**config.mk**
```make
export PLATFORM = sky130hd
export DESIGN_NAME = debug_uart_autobaud_link
export DESIGN_NICKNAME = d
export VERILOG_FILES = /design/src/dbg_uart_pkg.sv /design/src/debug_uart_autobaud_link.sv
export SDC_FILE = /design/constraint.sdc
export NUM_CORES = 1
export LEC_CHECK = 0
export BUFFER_PORTS_ARGS = -buffer_cell sky130_fd_sc_hd__buf_2
export CAP_MARGIN = 25
export CORE_AREA = 10 10 199 145
export CTS_CLUSTER_DIAMETER = 100
export CTS_CLUSTER_SIZE = 16
export DETAILED_ROUTE_END_ITERATION = 8
export DIE_AREA = 0 0 209 155
export HOLD_SLACK_MARGIN = 0.15
export MAX_ROUTING_LAYER = met4
export PLACE_DENSITY = 0.87
export SYNTH_ARGS = -nofsm -noshare
export SYNTH_HDL_FRONTEND = slang
export SYNTH_SLANG_ARGS = --single-unit
```
**constraint.sdc**
```tcl
create_clock -name clock_in -period 3.3 [get_ports clock_in]
set_input_delay 0.825 -clock clock_in [delete_from_list [all_inputs] [get_ports clock_in]]
set_output_delay 0.825 -clock clock_in [all_outputs]
set_load 0.02 [all_outputs]
```
**src/dbg_uart_pkg.sv**
```systemverilog
// constants, types and the state record of the autobaud debug serial link
// Contract
// - one start, eight data, one stop, no parity
// - data bits travel least significant bit first
// - no commands until baud rate is measured
// - low time of sync frame divided by 8
// - measured rate kept until next reset
// - command bit 7 set means write
// - command bit 6 set means 8-bit access
// - command bits 5 to 0 give address
// - device answers read command with data frames
// - burst data flows right after start bit
// - burst count sets accesses, decrements, zero single
// - burst address advances by one or two
package dbg_uart_pkg;
    // serial frame shape
    localparam int DATA_BITS = 8;
    localparam int SYNC_DIV_SHIFT = 3;
    localparam int BAUD_CNT_W = 20;
    localparam logic [BAUD_CNT_W-1:0] MIN_PERIOD = 20'h00002;
    // command frame fields
    localparam int CMD_WR_BIT = 7;
    localparam int CMD_BYTE_BIT = 6;
    localparam int CMD_ADDR_W = 6;
    // debug register addresses seen by the burst engine
    localparam logic [5:0] MEMORY_CONTROL_REG_ADDR = 6'h04;
    localparam logic [5:0] MEM_ADDR_ADDR = 6'h05;
    localparam logic [5:0] BURST_COUNT_REG_ADDR = 6'h07;
    // memory_control_reg fields
    localparam int CTL_START_BIT = 0;
    localparam int CTL_WR_BIT = 1;
    localparam int CTL_REG_BIT = 2;
    localparam int CTL_BYTE_BIT = 3;
    // address step per access
    localparam logic [15:0] STEP_BYTE = 16'h0001;
    localparam logic [15:0] STEP_WORD = 16'h0002;
    // apb register map
    localparam int APB_ADDR_W = 8;
    localparam logic [7:0] CTRL_OFS = 8'h00;
    localparam logic [7:0] STATUS_OFS = 8'h04;
    localparam logic [7:0] PERIOD_OFS = 8'h08;
    localparam logic [7:0] LAST_CMD_OFS = 8'h0C;
    localparam int CTRL_EN_BIT = 0;
    localparam int ST_SYNCED_BIT = 0;
    localparam int ST_TXBUSY_BIT = 1;
    localparam int ST_BURST_BIT = 2;
    localparam int ST_FERR_BIT = 3;
    localparam logic CTRL_EN_RESET = 1'b1;

    // link bring-up phases
    typedef enum logic [1:0] {L_ARM, L_WAIT, L_MEAS, L_RUN} link_e;
    // receiver phases
    typedef enum logic [1:0] {RX_IDLE, RX_START, RX_DATA, RX_STOP} rx_e;
    // command protocol phases
    typedef enum logic [3:0] {
        P_CMD, P_WLO, P_WHI, P_RDWAIT, P_TX_LO, P_TX_HI, P_TX_END,
        P_BW_LO, P_BW_HI, P_BW_MEM, P_BR_MEM
    } proto_e;

    // apb request from the master
    typedef struct packed {
        logic psel;
        logic penable;
        logic pwrite;
        logic [APB_ADDR_W-1:0] paddr;
        logic [31:0] pwdata;
    } apb_req_s;

    // apb answer to the master
    typedef struct packed {
        logic pready;
        logic [31:0] prdata;
        logic pslverr;
    } apb_rsp_s;

    // access toward the debug register bank
    typedef struct packed {
        logic wr;
        logic rd;
        logic byte_mode;
        logic [CMD_ADDR_W-1:0] addr;
        logic [15:0] wdata;
    } dbg_req_s;

    // access toward cpu memory or cpu registers during a burst
    typedef struct packed {
        logic req;
        logic we;
        logic byte_mode;
        logic cpu_reg;
        logic [15:0] addr;
        logic [15:0] wdata;
    } mem_req_s;

    // whole state of the link block
    typedef struct packed {
        logic rx_s1;
        logic rx_s2;
        logic rx_prev;
        link_e link;
        logic [BAUD_CNT_W-1:0] meas;
        logic [BAUD_CNT_W-1:0] period;
        rx_e rx_st;
        logic [BAUD_CNT_W-1:0] rx_tmr;
        logic [2:0] rx_bit;
        logic [7:0] rx_sh;
        logic rx_valid;
        logic [7:0] rx_byte;
        logic tx_busy;
        logic [BAUD_CNT_W-1:0] tx_tmr;
        logic [3:0] tx_bit;
        logic [9:0] tx_sh;
        logic txd;
        proto_e proto;
        logic [7:0] cmd;
        logic [15:0] wbuf;
        logic cur_byte;
        logic bursting;
        logic [7:0] sh_ctl;
        logic [15:0] sh_addr;
        logic [15:0] sh_cnt;
        dbg_req_s dbg;
        mem_req_s mem;
        logic ctrl_en;
        logic ferr;
        apb_rsp_s apb;
    } state_s;
endpackage

```
**src/debug_uart_autobaud_link.sv**
```systemverilog
// autobaud debug serial link with command decoder, burst engine and apb status slave
//
// The implementer's own choices: the APB interface to the registers and the register offsets.
`timescale 1ns/10ps
`default_nettype none
module debug_uart_autobaud_link (
    input wire logic clock_in,
    input wire logic resetn_in,
    input wire logic rxd_in,
    output logic txd_out,
    input wire dbg_uart_pkg::apb_req_s apb_in,
    output dbg_uart_pkg::apb_rsp_s apb_out,
    output dbg_uart_pkg::dbg_req_s dbg_out,
    input wire logic [15:0] dbg_rdata_in,
    output dbg_uart_pkg::mem_req_s mem_out,
    input wire logic mem_ack_in,
    input wire logic [15:0] mem_rdata_in
);
    import dbg_uart_pkg::*;

    state_s cur; // registered state
    state_s nxt; // next state

    // address step of one burst access
    function automatic logic [15:0] step_of(input logic byte_mode);
        step_of = byte_mode ? STEP_BYTE : STEP_WORD;
    endfunction

    // value stored into a 16-bit shadow from a write of either width
    function automatic logic [15:0] wval(input logic byte_mode, input logic [15:0] d);
        wval = byte_mode ? {8'h00, d[7:0]} : d;
    endfunction

    // next state of the whole block
    always_comb begin
        logic tx_go; // launch a frame this cycle
        logic [7:0] tx_data; // byte to launch
        logic rx_ok; // a received byte for the protocol
        logic do_write; // complete a debug write
        logic [BAUD_CNT_W-1:0] half; // half bit period
        logic [CMD_ADDR_W-1:0] waddr; // address of the pending write
        logic [15:0] wdat; // data of the pending write
        logic [15:0] wv; // width-adjusted write value
        logic sel_setup; // apb setup cycle
        logic sel_access; // apb access edge
        logic [7:0] pa; // apb offset
        rx_ok = cur.rx_valid;
        tx_go = 1'b0;
        tx_data = 8'h00;
        do_write = 1'b0;
        waddr = '0;
        wdat = 16'h0000;
        wv = 16'h0000;
        nxt = cur;
        half = cur.period >> 1;
        pa = apb_in.paddr;
        sel_setup = apb_in.psel & ~apb_in.penable;
        sel_access = apb_in.psel & apb_in.penable & cur.apb.pready;

        // two-stage synchroniser on the receive pin
        nxt.rx_s1 = rxd_in;
        nxt.rx_s2 = cur.rx_s1;
        nxt.rx_prev = cur.rx_s2;

        // pulses last one cycle
        nxt.rx_valid = 1'b0;
        nxt.dbg.wr = 1'b0;
        nxt.dbg.rd = 1'b0;

        // baud measurement, done once per reset
        case (cur.link)
            L_ARM: begin
                // wait for an idle high line first
                if (cur.rx_s2) begin
                    nxt.link = L_WAIT;
                end
            end
            L_WAIT: begin
                // falling edge of the sync frame
                if (cur.rx_prev && !cur.rx_s2) begin
                    nxt.link = L_MEAS;
                    nxt.meas = BAUD_CNT_W'(1); // the detecting cycle is already low
                end
            end
            L_MEAS: begin
                if (cur.rx_s2) begin
                    // low time spans eight bit periods
                    nxt.link = L_RUN;
                    nxt.period = ((cur.meas >> SYNC_DIV_SHIFT) < MIN_PERIOD) ?
                                 MIN_PERIOD : (cur.meas >> SYNC_DIV_SHIFT);
                end else if (cur.meas != '1) begin
                    nxt.meas = cur.meas + 1'b1;
                end
            end
            L_RUN: begin
                // rate frozen until reset
                nxt.link = L_RUN;
            end
            default: begin
                nxt.link = L_ARM;
            end
        endcase

        // 8n1 receiver, active only after measurement
        case (cur.rx_st)
            RX_IDLE: begin
                if (cur.link == L_RUN && cur.rx_prev && !cur.rx_s2) begin
                    nxt.rx_st = RX_START;
                    nxt.rx_tmr = half; // aim at mid start bit
                end
            end
            RX_START: begin
                if (cur.rx_tmr != '0) begin
                    nxt.rx_tmr = cur.rx_tmr - 1'b1;
                end else if (!cur.rx_s2) begin
                    nxt.rx_st = RX_DATA;
                    nxt.rx_tmr = cur.period - 1'b1; // one full bit to next middle
                    nxt.rx_bit = 3'h0;
                end else begin
                    // glitch, not a start bit
                    nxt.rx_st = RX_IDLE;
                end
            end
            RX_DATA: begin
                if (cur.rx_tmr != '0) begin
                    nxt.rx_tmr = cur.rx_tmr - 1'b1;
                end else begin
                    // shift in from the top, first bit ends lowest
                    nxt.rx_sh = {cur.rx_s2, cur.rx_sh[7:1]};
                    nxt.rx_tmr = cur.period - 1'b1;
                    nxt.rx_bit = cur.rx_bit + 1'b1;
                    if (cur.rx_bit == 3'(DATA_BITS - 1)) begin
                        nxt.rx_st = RX_STOP;
                    end
                end
            end
            RX_STOP: begin
                if (cur.rx_tmr != '0) begin
                    nxt.rx_tmr = cur.rx_tmr - 1'b1;
                end else begin
                    nxt.rx_st = RX_IDLE;
                    if (cur.rx_s2) begin
                        // good stop bit
                        nxt.rx_valid = cur.ctrl_en;
                        nxt.rx_byte = cur.rx_sh;
                    end else begin
                        nxt.ferr = 1'b1; // framing error
                    end
                end
            end
            default: begin
                nxt.rx_st = RX_IDLE;
            end
        endcase

        // command protocol and burst engine
        case (cur.proto)
            P_CMD: begin
                // every register access opens with a command frame
                if (rx_ok) begin
                    nxt.cmd = cur.rx_byte;
                    nxt.cur_byte = cur.rx_byte[CMD_BYTE_BIT];
                    nxt.dbg.addr = cur.rx_byte[CMD_ADDR_W-1:0];
                    nxt.dbg.byte_mode = cur.rx_byte[CMD_BYTE_BIT];
                    if (cur.rx_byte[CMD_WR_BIT]) begin
                        nxt.proto = P_WLO; // write flag set
                    end else begin
                        nxt.dbg.rd = 1'b1;
                        nxt.proto = P_RDWAIT;
                    end
                end
            end
            P_WLO: begin
                // first data frame is the low byte
                if (rx_ok) begin
                    nxt.wbuf[7:0] = cur.rx_byte;
                    if (cur.cur_byte) begin
                        do_write = 1'b1;
                        waddr = cur.cmd[CMD_ADDR_W-1:0];
                        wdat = {8'h00, cur.rx_byte};
                    end else begin
                        nxt.proto = P_WHI;
                    end
                end
            end
            P_WHI: begin
                if (rx_ok) begin
                    nxt.wbuf[15:8] = cur.rx_byte;
                    do_write = 1'b1;
                    waddr = cur.cmd[CMD_ADDR_W-1:0];
                    wdat = {cur.rx_byte, cur.wbuf[7:0]};
                end
            end
            P_RDWAIT: begin
                // register bank answers in the same cycle as the read strobe
                nxt.wbuf = cur.dbg.byte_mode ? {8'h00, dbg_rdata_in[7:0]} : dbg_rdata_in;
                nxt.proto = P_TX_LO;
            end
            P_TX_LO: begin
                // answer frames, low byte first
                if (!cur.tx_busy) begin
                    tx_go = 1'b1;
                    tx_data = cur.wbuf[7:0];
                    nxt.proto = cur.cur_byte ? P_TX_END : P_TX_HI;
                end
            end
            P_TX_HI: begin
                if (!cur.tx_busy) begin
                    tx_go = 1'b1;
                    tx_data = cur.wbuf[15:8];
                    nxt.proto = P_TX_END;
                end
            end
            P_TX_END: begin
                if (cur.bursting && cur.sh_cnt != 16'h0000) begin
                    // next burst read
                    nxt.mem.req = 1'b1;
                    nxt.mem.we = 1'b0;
                    nxt.mem.addr = cur.sh_addr;
                    nxt.proto = P_BR_MEM;
                end else begin
                    nxt.bursting = 1'b0;
                    nxt.proto = P_CMD;
                end
            end
            P_BW_LO: begin
                // burst data arrives with no register access
                if (rx_ok) begin
                    nxt.wbuf[7:0] = cur.rx_byte;
                    if (cur.cur_byte) begin
                        nxt.mem.req = 1'b1;
                        nxt.mem.we = 1'b1;
                        nxt.mem.addr = cur.sh_addr;
                        nxt.mem.wdata = {8'h00, cur.rx_byte};
                        nxt.proto = P_BW_MEM;
                    end else begin
                        nxt.proto = P_BW_HI;
                    end
                end
            end
            P_BW_HI: begin
                if (rx_ok) begin
                    nxt.wbuf[15:8] = cur.rx_byte;
                    nxt.mem.req = 1'b1;
                    nxt.mem.we = 1'b1;
                    nxt.mem.addr = cur.sh_addr;
                    nxt.mem.wdata = {cur.rx_byte, cur.wbuf[7:0]};
                    nxt.proto = P_BW_MEM;
                end
            end
            P_BW_MEM: begin
                // hold the request until memory takes it
                if (mem_ack_in) begin
                    nxt.mem.req = 1'b0;
                    nxt.sh_addr = cur.sh_addr + step_of(cur.cur_byte);
                    nxt.sh_cnt = cur.sh_cnt - 16'h0001;
                    if (cur.sh_cnt == 16'h0001) begin
                        nxt.bursting = 1'b0;
                        nxt.proto = P_CMD;
                    end else begin
                        nxt.proto = P_BW_LO;
                    end
                end
            end
            P_BR_MEM: begin
                if (mem_ack_in) begin
                    nxt.mem.req = 1'b0;
                    nxt.wbuf = cur.cur_byte ? {8'h00, mem_rdata_in[7:0]} : mem_rdata_in;
                    nxt.sh_addr = cur.sh_addr + step_of(cur.cur_byte);
                    nxt.sh_cnt = cur.sh_cnt - 16'h0001;
                    nxt.proto = P_TX_LO; // stream straight out
                end
            end
            default: begin
                nxt.proto = P_CMD;
            end
        endcase

        // completed debug write, shadowing the burst registers
        if (do_write) begin
            wv = wval(cur.cur_byte, wdat);
            nxt.dbg.wr = 1'b1;
            nxt.dbg.addr = waddr;
            nxt.dbg.wdata = wv;
            nxt.proto = P_CMD;
            if (waddr == MEM_ADDR_ADDR) begin
                nxt.sh_addr = wv;
            end
            if (waddr == BURST_COUNT_REG_ADDR) begin
                nxt.sh_cnt = wv;
            end
            if (waddr == MEMORY_CONTROL_REG_ADDR) begin
                nxt.sh_ctl = wv[7:0];
                // nonzero count turns the start into a burst
                if (wv[CTL_START_BIT] && cur.sh_cnt != 16'h0000) begin
                    nxt.bursting = 1'b1;
                    nxt.cur_byte = wv[CTL_BYTE_BIT];
                    nxt.mem.byte_mode = wv[CTL_BYTE_BIT];
                    nxt.mem.cpu_reg = wv[CTL_REG_BIT];
                    if (wv[CTL_WR_BIT]) begin
                        nxt.proto = P_BW_LO;
                    end else begin
                        nxt.mem.req = 1'b1;
                        nxt.mem.we = 1'b0;
                        nxt.mem.addr = cur.sh_addr;
                        nxt.proto = P_BR_MEM;
                    end
                end
            end
        end

        // 8n1 transmitter, start bit then data lsb first
        if (tx_go) begin
            nxt.tx_busy = 1'b1;
            nxt.tx_sh = {1'b1, tx_data, 1'b0};
            nxt.txd = 1'b0;
            nxt.tx_bit = 4'h0;
            nxt.tx_tmr = cur.period - 1'b1;
        end else if (cur.tx_busy) begin
            if (cur.tx_tmr != '0) begin
                nxt.tx_tmr = cur.tx_tmr - 1'b1;
            end else if (cur.tx_bit == 4'(DATA_BITS + 1)) begin
                // stop bit has run its full period
                nxt.tx_busy = 1'b0;
            end else begin
                nxt.tx_sh = {1'b1, cur.tx_sh[9:1]};
                nxt.txd = cur.tx_sh[1];
                nxt.tx_bit = cur.tx_bit + 1'b1;
                nxt.tx_tmr = cur.period - 1'b1;
            end
        end

        // apb slave: decode in setup, answer in access
        nxt.apb.pready = 1'b0;
        if (sel_setup) begin
            nxt.apb.pready = 1'b1;
            nxt.apb.pslverr = 1'b0;
            nxt.apb.prdata = 32'h00000000;
            case (pa)
                CTRL_OFS: begin
                    nxt.apb.prdata[CTRL_EN_BIT] = cur.ctrl_en;
                end
                STATUS_OFS: begin
                    nxt.apb.prdata[ST_SYNCED_BIT] = (cur.link == L_RUN);
                    nxt.apb.prdata[ST_TXBUSY_BIT] = cur.tx_busy;
                    nxt.apb.prdata[ST_BURST_BIT] = cur.bursting;
                    nxt.apb.prdata[ST_FERR_BIT] = cur.ferr;
                end
                PERIOD_OFS: begin
                    nxt.apb.prdata[BAUD_CNT_W-1:0] = cur.period;
                end
                LAST_CMD_OFS: begin
                    nxt.apb.prdata[7:0] = cur.cmd;
                end
                default: begin
                    // unmapped offset
                    nxt.apb.pslverr = 1'b1;
                end
            endcase
        end
        if (sel_access && apb_in.pwrite) begin
            if (pa == CTRL_OFS) begin
                nxt.ctrl_en = apb_in.pwdata[CTRL_EN_BIT];
            end
            // write one clears, a new error in the same cycle wins
            if (pa == STATUS_OFS && apb_in.pwdata[ST_FERR_BIT] &&
                !(cur.rx_st == RX_STOP && cur.rx_tmr == '0 && !cur.rx_s2)) begin
                nxt.ferr = 1'b0;
            end
        end
    end

    // state register, constants only under reset
    always_ff @(posedge clock_in or negedge resetn_in) begin
        if (!resetn_in) begin
            cur <= '0;
            cur.rx_s1 <= 1'b1;
            cur.rx_s2 <= 1'b1;
            cur.rx_prev <= 1'b1;
            cur.link <= L_ARM;
            cur.rx_st <= RX_IDLE;
            cur.tx_sh <= 10'h3FF;
            cur.txd <= 1'b1;
            cur.proto <= P_CMD;
            cur.ctrl_en <= CTRL_EN_RESET;
            cur.period <= MIN_PERIOD;
        end else begin
            cur <= nxt;
        end
    end

    // outputs straight from the state register
    assign txd_out = cur.txd;
    assign apb_out = cur.apb;
    assign dbg_out = cur.dbg;
    assign mem_out = cur.mem;
endmodule
`default_nettype wire

```
* Yosys cells after proc, flatten, opt, wreduce, memory -nomap -nowiden
Index checks and enable logic that the tools add are counted.
** Word-level totals
- Flip-flop bits (word level) :: 278
- Input bits :: 79
- Output and inout port bits :: 96
- Logic and storage cells :: 287
** Operators by class
- $add $sub $neg :: 8
- Order comparisons :: 1
- Eq/ne operators :: 58
- Multiplexer cells :: 121
- Bitwise logic cells :: 5
- Reduce and logical (&&, ||, !) cells :: 52
** Operator list (number)
- $mux W16 :: 10
- $mux W20 :: 8
- $mux W32 :: 5
- $pmux W22 S4 :: 1
- $mux W36 :: 2
- $pmux W16 S2 :: 2
- $sub A20 B1 Y20 const B :: 3
- $mux W4 :: 13
- $mux W8 :: 6
- $pmux W16 S3 :: 1
- $pmux W8 S3 :: 2
- $mux W22 :: 2
- $pmux W4 S11 :: 1
- $mux W43 :: 1
- $mux W42 :: 1
- $pmux W20 S2 :: 1
- $reduce_bool A20 Y1 :: 2
- $ne A2 B2 Y1 const B :: 19
- $mux W35 :: 1
- $mux W34 :: 1
- $ne A3 B3 Y1 const B :: 11
- $mux W2 :: 16
- $mux W9 :: 3
- $mux W12 :: 2
- other kinds (54) :: 131

* Longest topological paths before layout
Gate-level depths: netlist (run 1).
- Word-level depth :: 8
- Gate-level depth with buffers :: 10
- Gate-level depth less buffers :: 9

* Worst setup path before layout (run 1)
Ideal clock, no wire load.
- Path kind :: flip-flop to flip-flop
- From :: register cur[99] (netlist bit)
- To :: register cur, in the netlist mem_out[22]
- Setup time :: 0.125 ns
- Data arrival time :: 2.628 ns
- Required time :: 3.175 ns
- Slack :: 0.548 ns
- Cell stages (with the launch flop) :: 9
- Path buffers :: 2
- Period minus slack after synthesis :: 2.752 ns
- Path through :: dfrtp_1 -> or4_4 -> nor4_4 -> nand4_1 -> and4_1 -> buf_6 -> a211oi_4 -> buf_6 -> mux2_2
** RTL lines
- from (decl) :: RTL line debug_uart_autobaud_link.sv:21 : state_s cur;
- from (signal assigned) :: RTL line debug_uart_autobaud_link.sv:388 : cur <= nxt;

* Worst setup path after layout (run 1)
- From :: register cur[223] (netlist bit)
- To :: register cur[238] (netlist bit)
** On the way
- Cells in the longest elaborated chain, start to end :: 3
- Elaborated cells on any way between the ends :: 9
- Classes of those cells :: 1 x add/sub; 2 x eq/ne; 4 x mux; 2 x reduce/logical
** Ends and longest elaborated chain
- $sub A20 B1 Y20 / $reduce_bool A20 Y1 (equally long branches)
- $mux W20, or another cell as far along :: RTL line debug_uart_autobaud_link.sv:138 : if (cur.rx_tmr != '0) begin
- $pmux W22 S4 / $reduce_and A3 Y1 (equally long branches)
Parallel ways exist; a longest one is shown, timed or not. The select of a mux whose other input is x is not followed.
A chain may end at the register's enable or synchronous reset.

==> flow_summary.toml, run 1 <==
[synth]
synth_area_leader_cell = "dfrtp_1"
synthesis.area_um2 = 14590
synth.area.top_cells = "dfrtp_1, buf_4, nand2_1"
yosysWarnings = 0
synth_edf_count = 0
yosysUniqueCellTypes = 87
ys_ff_latch = 262
synthArstFlopShare_pct = 100.0
synth_top_flop_cell = "dfrtp_1"
netlist.area_leader.share_pct = 42.36
syn_area_per_cell_um2 = 9.142
synthCells = 1596
synth_seq_area_share_pct = 45.06

[timing]
min_period_ns = 3.088
maxSlewHeadroom_pct = 38.15
whs_ns = 0.1873
fin_setup_tns_ns = 0
finClkSkew_ns = 0.02329
maxSlewViolCount = 0
finalCritPeriodShare_pct = 93.56
rsz0062_at_grt = "false"
final-setup-viol-count = 0
finalHoldViolations = 0
max_freq_mhz = 323.9
tightest_slew_ns = 0.9249

[grt]
grt_first_pass_wirelength_um = 68750
gr-usage-all-layers_pct = 26.44
grt_most_used_layer = "met2"
grt_pass1_vias = 12460
antenna_found_initial = 1
use_met1_pct = 36.01
grt_util_met3_pct = 8.382
met2_usage_pct = 38.06
grt-ovfl-total = 0
grt_max_degree = 79

[worst_setup_path]
cp-end-kind = "flip-flop"
rrSetupSlack_ns = 0.21
cp-start-kind = "flip-flop"
path_class = "reg2reg"
required_ns = 3.70
crit_fanout = 17
cp.arrival_ns = 3.49

[layout]
final_cell_mix = "dfrtp_1, nand2_1, nor2_1, buf_2, a21oi_1"
post-route-util_pct = 62.74
final_cell_area_um2 = 15770
syn_to_final_growth_pct = 8.087
nNetsFinal = 1735
layout_commonest_cell = "dfrtp_1"
layout-drive-gt1-share_pct = 18.53

[detailed_routing]
drt_iter0_drc = 1924
vias = 12880
drc = 0
first_pass_iters = 8
wl_per_cell_um = 21.79
wirelength_um = 43340
antenna_left = 0
viasPerCell = 6.477

[placed_design]
portBuffers = 129
gp_congestion = 1.006
dpl.hpwl_um = 31630
place_area_um2 = 15180

[hold_path]
hold_class = "in2async"

[die]
die_w_um = 209
ios = 175
rows = 49
dieArea_um2 = 32400
core-area_um2 = 25140
die-height_um = 155
start_util_pct = 58.04

[clock_network]
htreeDepth = 1
cts_tree = "done"
post_cts_buffers = 0
cts_sinks = 262
ctsLongestPathBuffers = 3
cts-root-buf = "clkbuf_16"
clk_latency_ns = 0.53
clkSlewWorstSetupHoldPaths_ns = 0.08
cts_buffers = 20

[pwr]
leakage_nw = 7.340
vdd_drop_max_mv = 0.3763
powerDensity_nw_per_um2 = 663.3
p_total_mw = 10.46

[outcome]
status = "completed"

[run]
max_cap_viol_count = 0
[power by group]
group          internal (mW)  total [mW]  switching, mW
sequential              3.78        4.37          0.593
combinational           1.43        3.75           2.31
clock                   1.16        2.34           1.19
[per-stage QoR]
stage	cells	worst slack, ns
3_5_place_dp	1951	0.3254
4_1_cts	1987	0.3089
6_report	1989	0.2124
3_3_place_gp	1951	0.3501
5_1_grt	1989	0.09474
2_1_floorplan	1610	0.5478
[per-layer routing]
layer / vias up / routed length [µm]
li1: 5702 / -
met1: 6299 / 17910
met2: 804 / 18820
met3: 78 / 5805
met4: 0 / 804
met5: - / 0
[registers in the layout, summed over array words and instances (netlist names), named ones only]
register	count
mem_out	36
apb_out	19
dbg_out	24
cur	182
[final timing paths]
path / startpoint / end / cells past startpoint
setup / recovery: cur[223]$_DFFE_PN0P_ / cur[238]$_DFFE_PN0P_ / 9
max in group asynchronous: resetn_in / cur[287]$_DFF_PN1_ / 2
hold reg to reg: cur[289]$_DFF_PN1_ / cur[288]$_DFF_PN1_ / 0
hold / removal: resetn_in / mem_out[15]$_DFFE_PN0P_ / 1
min in group clock_in: cur[289]$_DFF_PN1_ / cur[288]$_DFF_PN1_ / 0
setup reg to reg: cur[223]$_DFFE_PN0P_ / cur[238]$_DFFE_PN0P_ / 9
[synthesized netlist by cell type, types with 34 or more instances]
cell and n:
a21oi_1 98, buf_4 96, clkbuf_1 77, dfrtp_1 247
inv_1 43, mux2_2 50, nand2_1 189, nand3_1 46
nor2_1 179, nor3_1 47, o21ai_0 49, xnor2_1 34
xor2_1 35
[worst max-delay path: stages (launching register included)]
cell and delay [ns]:
dfrtp_1 0.41, inv_1 0.08, ha_1 0.21, or4b_2 0.64, nor4b_2 0.44, nand2_1 0.14
buf_4 0.23, a2111oi_0 0.42, o21ai_0 0.21, o221a_2 0.19
[final cells by class]
| type | instances | area [µm²] |
|---|---|---|
| sequential | 262 | 6575 |
| timing repair buffer | 197 | 1201 |
| clock buffer | 34 | 553.0 |
| tap | 331 | 414.1 |
| clock inverter | 2 | 27.53 |
| antenna | 1 | 2.502 |
| fill | 2059 | 9366 |
| multi-input combinational | 1118 | 6832 |
| inverter | 44 | 165.2 |
[timing repair]
action / 4_1_cts / 5_1_grt
hold buffers: 0 / 0
gates resized for setup: 0 / 1
endpoints found under the setup margin: 0 / 4
[cell families (layout without fill, tap and decap cells)]
kind of cell | after synthesis | count (layout) | share of synthesized area, %
AO/OA/AOI/OAI | 354 | 354 | 16.69
XOR/XNOR | 69 | 69 | 4.142
adder cells (fa/ha/maj) | 13 | 13 | 1.166
buffers and inverters | 230 | 277 | 8.533
flip-flops | 262 | 262 | 45.06
multiplexers | 61 | 61 | 4.614
other | 1 | 16 | 0.02570
AND/OR/NAND/NOR | 606 | 606 | 19.77
Note: power is estimated with default switching activity, not from simulation.
==> run 2: changes to the inputs <==
--- a/config.mk
+++ b/config.mk
@@ -5,16 +5,17 @@
 export SDC_FILE = /design/constraint.sdc
 export NUM_CORES = 1
 export LEC_CHECK = 0
+export ABC_AREA = 1
 export BUFFER_PORTS_ARGS = -buffer_cell sky130_fd_sc_hd__buf_2
 export CAP_MARGIN = 25
-export CORE_AREA = 10 10 199 145
+export CORE_AREA = 10 10 204 148
 export CTS_CLUSTER_DIAMETER = 100
 export CTS_CLUSTER_SIZE = 16
 export DETAILED_ROUTE_END_ITERATION = 8
-export DIE_AREA = 0 0 209 155
+export DIE_AREA = 0 0 214 158
 export HOLD_SLACK_MARGIN = 0.15
 export MAX_ROUTING_LAYER = met4
-export PLACE_DENSITY = 0.87
+export PLACE_DENSITY = 0.88
 export SYNTH_ARGS = -nofsm -noshare
 export SYNTH_HDL_FRONTEND = slang
 export SYNTH_SLANG_ARGS = --single-unit
==> run 2 against run 1 <==
Design area grew 4.5%. Highest routed layer unchanged. Maximum frequency grew 11%. Setup slack gained 0.30 ns. Largest cell class unchanged. Clock skew grew 0.028 ns. Non-clock buffer count shrank 41. Utilization shrank 0.15 points. Hold slack gained 0.084 ns.
==> flow_summary.toml, run 2 <==
[outcome]
status = "completed"

[clock_network]
ctsResizeCount = 0
clkSlewWorstSetupHoldPaths_ns = 0.09
post_cts_buffers = 0
cts_hold_buffers = 0
cts_tree = "done"
htreeDepth = 1
cts-root-buf = "clkbuf_16"
ctsLongestPathBuffers = 3
cts_sinks = 262
clk_latency_ns = 0.55
cts_buffers = 20

[pwr]
p_total_mw = 10.88
power_frac_seq_pct = 41.6
leakage_nw = 8.162
p_comb_share_pct = 36.6
powerDensity_nw_per_um2 = 660.2
p_int_mw = 6.319
swShare_pct = 41.93
vdd_drop_max_mv = 0.3668
clkPwrFrac_pct = 21.8
power.switching_mw = 4.563

[detailed_routing]
wl_per_cell_um = 18.33
wirelength_um = 46700
vias = 14590
first_pass_iters = 6
drc = 0
antenna_left = 0
drt_iter0_drc = 1902
viasPerCell = 5.727

[worst_setup_path]
cp-start-kind = "flip-flop"
r2r-start = "cur[164]$_DFFE_PN0P_"
max_stage_delay_ns = 0.91
cp_num_buf_inv = 0
crit_chain = "nand2_1 -> nor2_1 -> a21oi_1 -> o211ai_1 -> o21ai_0"
path_class = "reg2reg"
cp-end-kind = "flip-flop"
cp-startpoint = "cur[164]$_DFFE_PN0P_"
required_ns = 3.65
slowest_stage = "o211ai_1"
worst-r2r-cell-count = 5
crit_fanout = 16
cp_top_family = "compound AO/OA/AOI/OAI gates"
worst-path-stages = 5
cp.arrival_ns = 3.14

[synth]
synthArstFlopShare_pct = 100.0
synthCells = 2136
netlist.area_leader.share_pct = 39.76
synth_edf_count = 0
synth_area_leader_cell = "dfrtp_1"
synth.area.top_cells = "dfrtp_1, nand2_1, nor2_1"
synth_top_flop_cell = "dfrtp_1"
yosys-top-cells-count = "nand2_1, dfrtp_1, nor2_1, nand3_1, inv_1"
yosysUniqueCellTypes = 48
synth.most_common_cell = "nand2_1"
synth_seq_area_share_pct = 42.30
yosysWarnings = 0
synthesis.area_um2 = 15540
syn_area_per_cell_um2 = 7.277
ys_ff_latch = 262

[timing]
max_freq_mhz = 359.0
final-setup-viol-count = 0
tightest_slew_ns = 1.027
maxSlewHeadroom_pct = 31.20
finClkSkew_ns = 0.05140
fin_setup_tns_ns = 0
finalCritPeriodShare_pct = 84.40
finalHoldViolations = 0
rsz0062_at_grt = "false"
layout_setup_ws_ns = 0.5147
min_period_ns = 2.785
maxSlewViolCount = 0

[layout]
layout-drive-gt1-share_pct = 11.96
layout_commonest_cell = "nand2_1"
syn_to_final_growth_pct = 6.045
regMostFlops = "cur"
final_cell_mix = "nand2_1, dfrtp_1, nor2_1, nand3_1, inv_1"
nNetsFinal = 2262
largest_reg_flops = 182

[grt]
grt-ovfl-total = 0
grt_pass1_vias = 13530
gr-usage-all-layers_pct = 27.80
antenna_found_initial = 1
grt_first_pass_wirelength_um = 73990
grt_max_degree = 73

[placed_design]
gp_congestion = 1.035
portBuffers = 129
dpl.hpwl_um = 35180
place_ws_ns = 0.7128

[die]
dieArea_um2 = 33810
die_w_um = 214
start_util_pct = 59.02
die-height_um = 158
rows = 50
core-area_um2 = 26340
ios = 175

[hold_path]
hold_class = "in2async"

[run]
max_cap_viol_count = 0
## run 2: changes by cell type after synthesis, sizes merged, moves of 84 or more
cell / previous run / this run
nand2: 189 / 644
nand3: 46 / 192
inv: 43 / 186
o21ai: 52 / 169
nor2: 179 / 263
## run 2: worst paths after layout
path                                        end  slack, ns
min reg2reg                  cur[288]$_DFF_PN1_       0.36
max in group asynchronous  cur[173]$_DFFE_PN1P_       2.28
min in group clock_in        cur[288]$_DFF_PN1_       0.36
max reg2reg                cur[150]$_DFFE_PN0P_       0.51
min                        cur[253]$_DFFE_PN0P_       0.27
max                        cur[150]$_DFFE_PN0P_       0.51
## run 2: routing by layer
metal	global-route usage, %	part of all wire, %	wire length (µm)
met1	39.87	45	21140
met2	37.24	39	18370
met3	8.789	14	6336
met4	6.068	1.8	850
met5	-	0	0
## run 2: cell families (layout without fill, tap and decap cells)
group	count (synthesis)	in the layout	share of synthesized area [%]
and+or+nand+nor	1174	1174	32.09
adders and majority gates	13	13	1.095
AOI/OAI and AO/OA	286	286	10.22
DFF	262	262	42.30
other	1	16	0.02413
xor gates and xnor gates	53	53	2.986
buffers and inverters	347	380	11.28
## run 2: power by group through the flow
stage | logic, mW | registers (mW) | clock network [mW]
floorplan | 3.11 | 4.36 | 0
detailed placement | 3.87 | 4.55 | 0
global placement | 3.71 | 4.54 | 0
finish | 3.98 | 4.53 | 2.37
global route | 4.47 | 4.61 | 2.51
CTS | 3.89 | 4.50 | 2.38
## run 2: cell type report
class,count,area [µm²]
fill,2320,9854
multi-input combinational,1541,7268
sequential,262,6575
timing repair buffer,156,895.9
inverter,189,709.4
clock buffer,33,549.3
tap,364,455.4
clock inverter,2,27.53
antenna,1,2.502
## run 2: metrics by stage
step	area, µm²	utilization, %	hold slack, ns	std cells
2_1_floorplan	15600	-	0.3452	2150
3_3_place_gp	15900	60.38	0.3458	2512
3_5_place_dp	15900	60.38	0.3496	2512
4_1_cts	16480	62.57	0.2711	2547
5_1_grt	16480	62.58	0.3136	2548
6_report	16480	62.58	0.2713	2548
==> run 3: changes to the inputs <==
--- a/config.mk
+++ b/config.mk
@@ -5,17 +5,17 @@
 export SDC_FILE = /design/constraint.sdc
 export NUM_CORES = 1
 export LEC_CHECK = 0
-export ABC_AREA = 1
+export ABC_AREA = 0
 export BUFFER_PORTS_ARGS = -buffer_cell sky130_fd_sc_hd__buf_2
 export CAP_MARGIN = 25
-export CORE_AREA = 10 10 204 148
+export CORE_AREA = 10 10 210 152
 export CTS_CLUSTER_DIAMETER = 100
 export CTS_CLUSTER_SIZE = 16
 export DETAILED_ROUTE_END_ITERATION = 8
-export DIE_AREA = 0 0 214 158
+export DIE_AREA = 0 0 220 162
 export HOLD_SLACK_MARGIN = 0.15
 export MAX_ROUTING_LAYER = met4
-export PLACE_DENSITY = 0.88
+export PLACE_DENSITY = 0.83
 export SYNTH_ARGS = -nofsm -noshare
 export SYNTH_HDL_FRONTEND = slang
 export SYNTH_SLANG_ARGS = --single-unit
==> constraint.sdc (replaced) <==
create_clock -name clock_in -period 2.27 [get_ports clock_in]
set_input_delay 0.5675 -clock clock_in [delete_from_list [all_inputs] [get_ports clock_in]]
set_output_delay 0.5675 -clock clock_in [all_outputs]
set_load 0.02 [all_outputs]
==> run 3 against run 2 <==
The run now ends with setup timing left. Total power rose by 64%. Sequential share of layout area fell by 4.2 points. Die area rose by 5.4%. Design area rose by 12%. Non-clock buffer count rose by 233. Global-route usage fell by 1.5 points. Clock skew fell by 0.027 ns. Count of clock-buffer cells in the layout fell by 1. Sequential power rose by 41%. Critical path depth rose by 2. Critical endpoint is now mem_out[18]$_DFF_PN0_.
==> flow_summary.toml, run 3 (same netlist as run 1, synthesis figures left out) <==
[outcome]
status = "finished, violations left"
violations = "setup timing"

[layout]
regMostFlops = "cur"
layout_commonest_cell = "dfrtp_1"
fillers = 2046
nNetsFinal = 1928
syn_to_final_growth_pct = 26.12
final_cell_area_um2 = 18400
largest_reg_flops = 182
final_cell_mix = "dfrtp_1, buf_4, nand2_1, nor2_1, buf_2"
post-route-util_pct = 66.45
multi_input_area_um2 = 7675
regArea_um2 = 6575
layout-drive-gt1-share_pct = 33.55

[run]
max_cap_viol_count = 0

[worst_setup_path]
max_stage_delay_ns = 0.56
cp-end-kind = "flip-flop"
cp.arrival_ns = 2.97
cp-start-kind = "flip-flop"
slowest_stage = "or4_4"
crit_chain = "or4_4 -> nor4_4 -> nand4_1 -> and4_4 -> a211oi_4 -> buf_12 -> mux2_2"
crit_fanout = 16
path_class = "reg2reg"
required_ns = 2.67

[hold_path]
hold_class = "in2reg"

[timing]
maxSlewHeadroom_pct = 30.79
finalCritPeriodShare_pct = 113.2
max_freq_mhz = 389.2
finClkSkew_ns = 0.02474
maxSlewViolCount = 0
tightest_slew_ns = 1.038
layout_setup_ws_ns = -0.2994
final-setup-viol-count = 78
finalHoldViolations = 0
rsz0062_at_grt = "true"
min_period_ns = 2.569

[placed_design]
gp_congestion = 0.9627
portBuffers = 129
place_area_um2 = 16470
dpl.hpwl_um = 34160

[detailed_routing]
drc = 0
wirelength_um = 49270
drt_iter0_drc = 1901
first_pass_iters = 6
vias = 13980
wl_per_cell_um = 22.18
viasPerCell = 6.294
antenna_left = 0

[clock_network]
cts_buffers = 20
cts-root-buf = "clkbuf_16"
cts_tree = "done"
clkSlewWorstSetupHoldPaths_ns = 0.07
clk_latency_ns = 0.54
cts_sinks = 262
ctsLongestPathBuffers = 3
htreeDepth = 1

[grt]
grt-ovfl-total = 0
grt_max_degree = 60
antenna_found_initial = 1
grt_pass1_vias = 13060
grt_first_pass_wirelength_um = 73280
gr-usage-all-layers_pct = 26.34

[die]
dieArea_um2 = 35640
die_w_um = 220
start_util_pct = 52.68
core-area_um2 = 27690
rows = 51
die-height_um = 162
ios = 175

[pwr]
vdd_drop_max_mv = 0.6895
leakage_nw = 8.616
powerDensity_nw_per_um2 = 972.0
[run 3: repair_timing]
item | in CTS | in global routing
cloned | 1 | 3
setup buffers | 29 | 28
gates resized for setup | 78 | 143
endpoints found under the hold margin | 46 | 0
pin swaps | 28 | 55
hold buffers | 2 | 0
endpoints found under the setup margin | 91 | 119
[run 3: layer usage]
layer  up-vias  global-route usage [%]  share of wire [%]
met4         0                   6.613                2.9
met1      6760                   36.73                 41
met5         -                       -                  0
li1       6099                       -                  -
met2       968                   37.21                 44
met3       151                   7.071                 13
[run 3: worst paths after layout]
check	slack (ns)	startpoint	end	cells after the start
max	-0.30	cur[99]$_DFF_PN0_	mem_out[18]$_DFF_PN0_	7
min	0.29	apb_in[0]	cur[35]$_DFFE_PN1P_	3
max reg2reg	-0.30	cur[99]$_DFF_PN0_	mem_out[18]$_DFF_PN0_	7
min reg2reg	0.36	cur[289]$_DFF_PN1_	cur[288]$_DFF_PN1_	0
max in group asynchronous	0.98	resetn_in	cur[100]$_DFF_PN0_	3
min in group asynchronous	0.58	resetn_in	mem_out[2]$_DFFE_PN0P_	2
[run 3: final cells by class]
class                      instances  area share [%]
timing repair buffer             389           15.98
inverter                          44          0.9179
multi-input combinational       1119           41.71
clock buffer                      32           2.965
tap                              371           2.523
sequential                       262           35.73
antenna                            2         0.02720
clock inverter                     2          0.1496
[run 3: critical path, delay by kind of cell, from the launching register on]
kind,cells,cell delay (ns)
compound gates,1,0.26
buf+inv,1,0.21
flops,1,0.38
mux,1,0.35
simple gates,4,1.26
[run 3: power breakdown]
part,leakage (nW),switching (mW),internal [mW]
sequential,3.37,0.886,5.49
combinational,4.97,4.53,3.56
clock,0.274,1.74,1.67
[run 3: per-stage QoR]
step                instances  hold WS (ns)  setup TNS, ns  total power, mW  setup slack, ns
floorplan                1610        0.2719         -8.507            10.20          -0.4822
global placement         2127        0.3464         -8.404            12.56          -0.2555
detailed placement       2127        0.3475         -11.73            12.78          -0.3024
CTS                      2193        0.2810         -7.486            16.63          -0.2286
global route             2220        0.2924         -17.48            18.64          -0.3417
finish                   2221        0.2928         -12.62            17.89          -0.2994
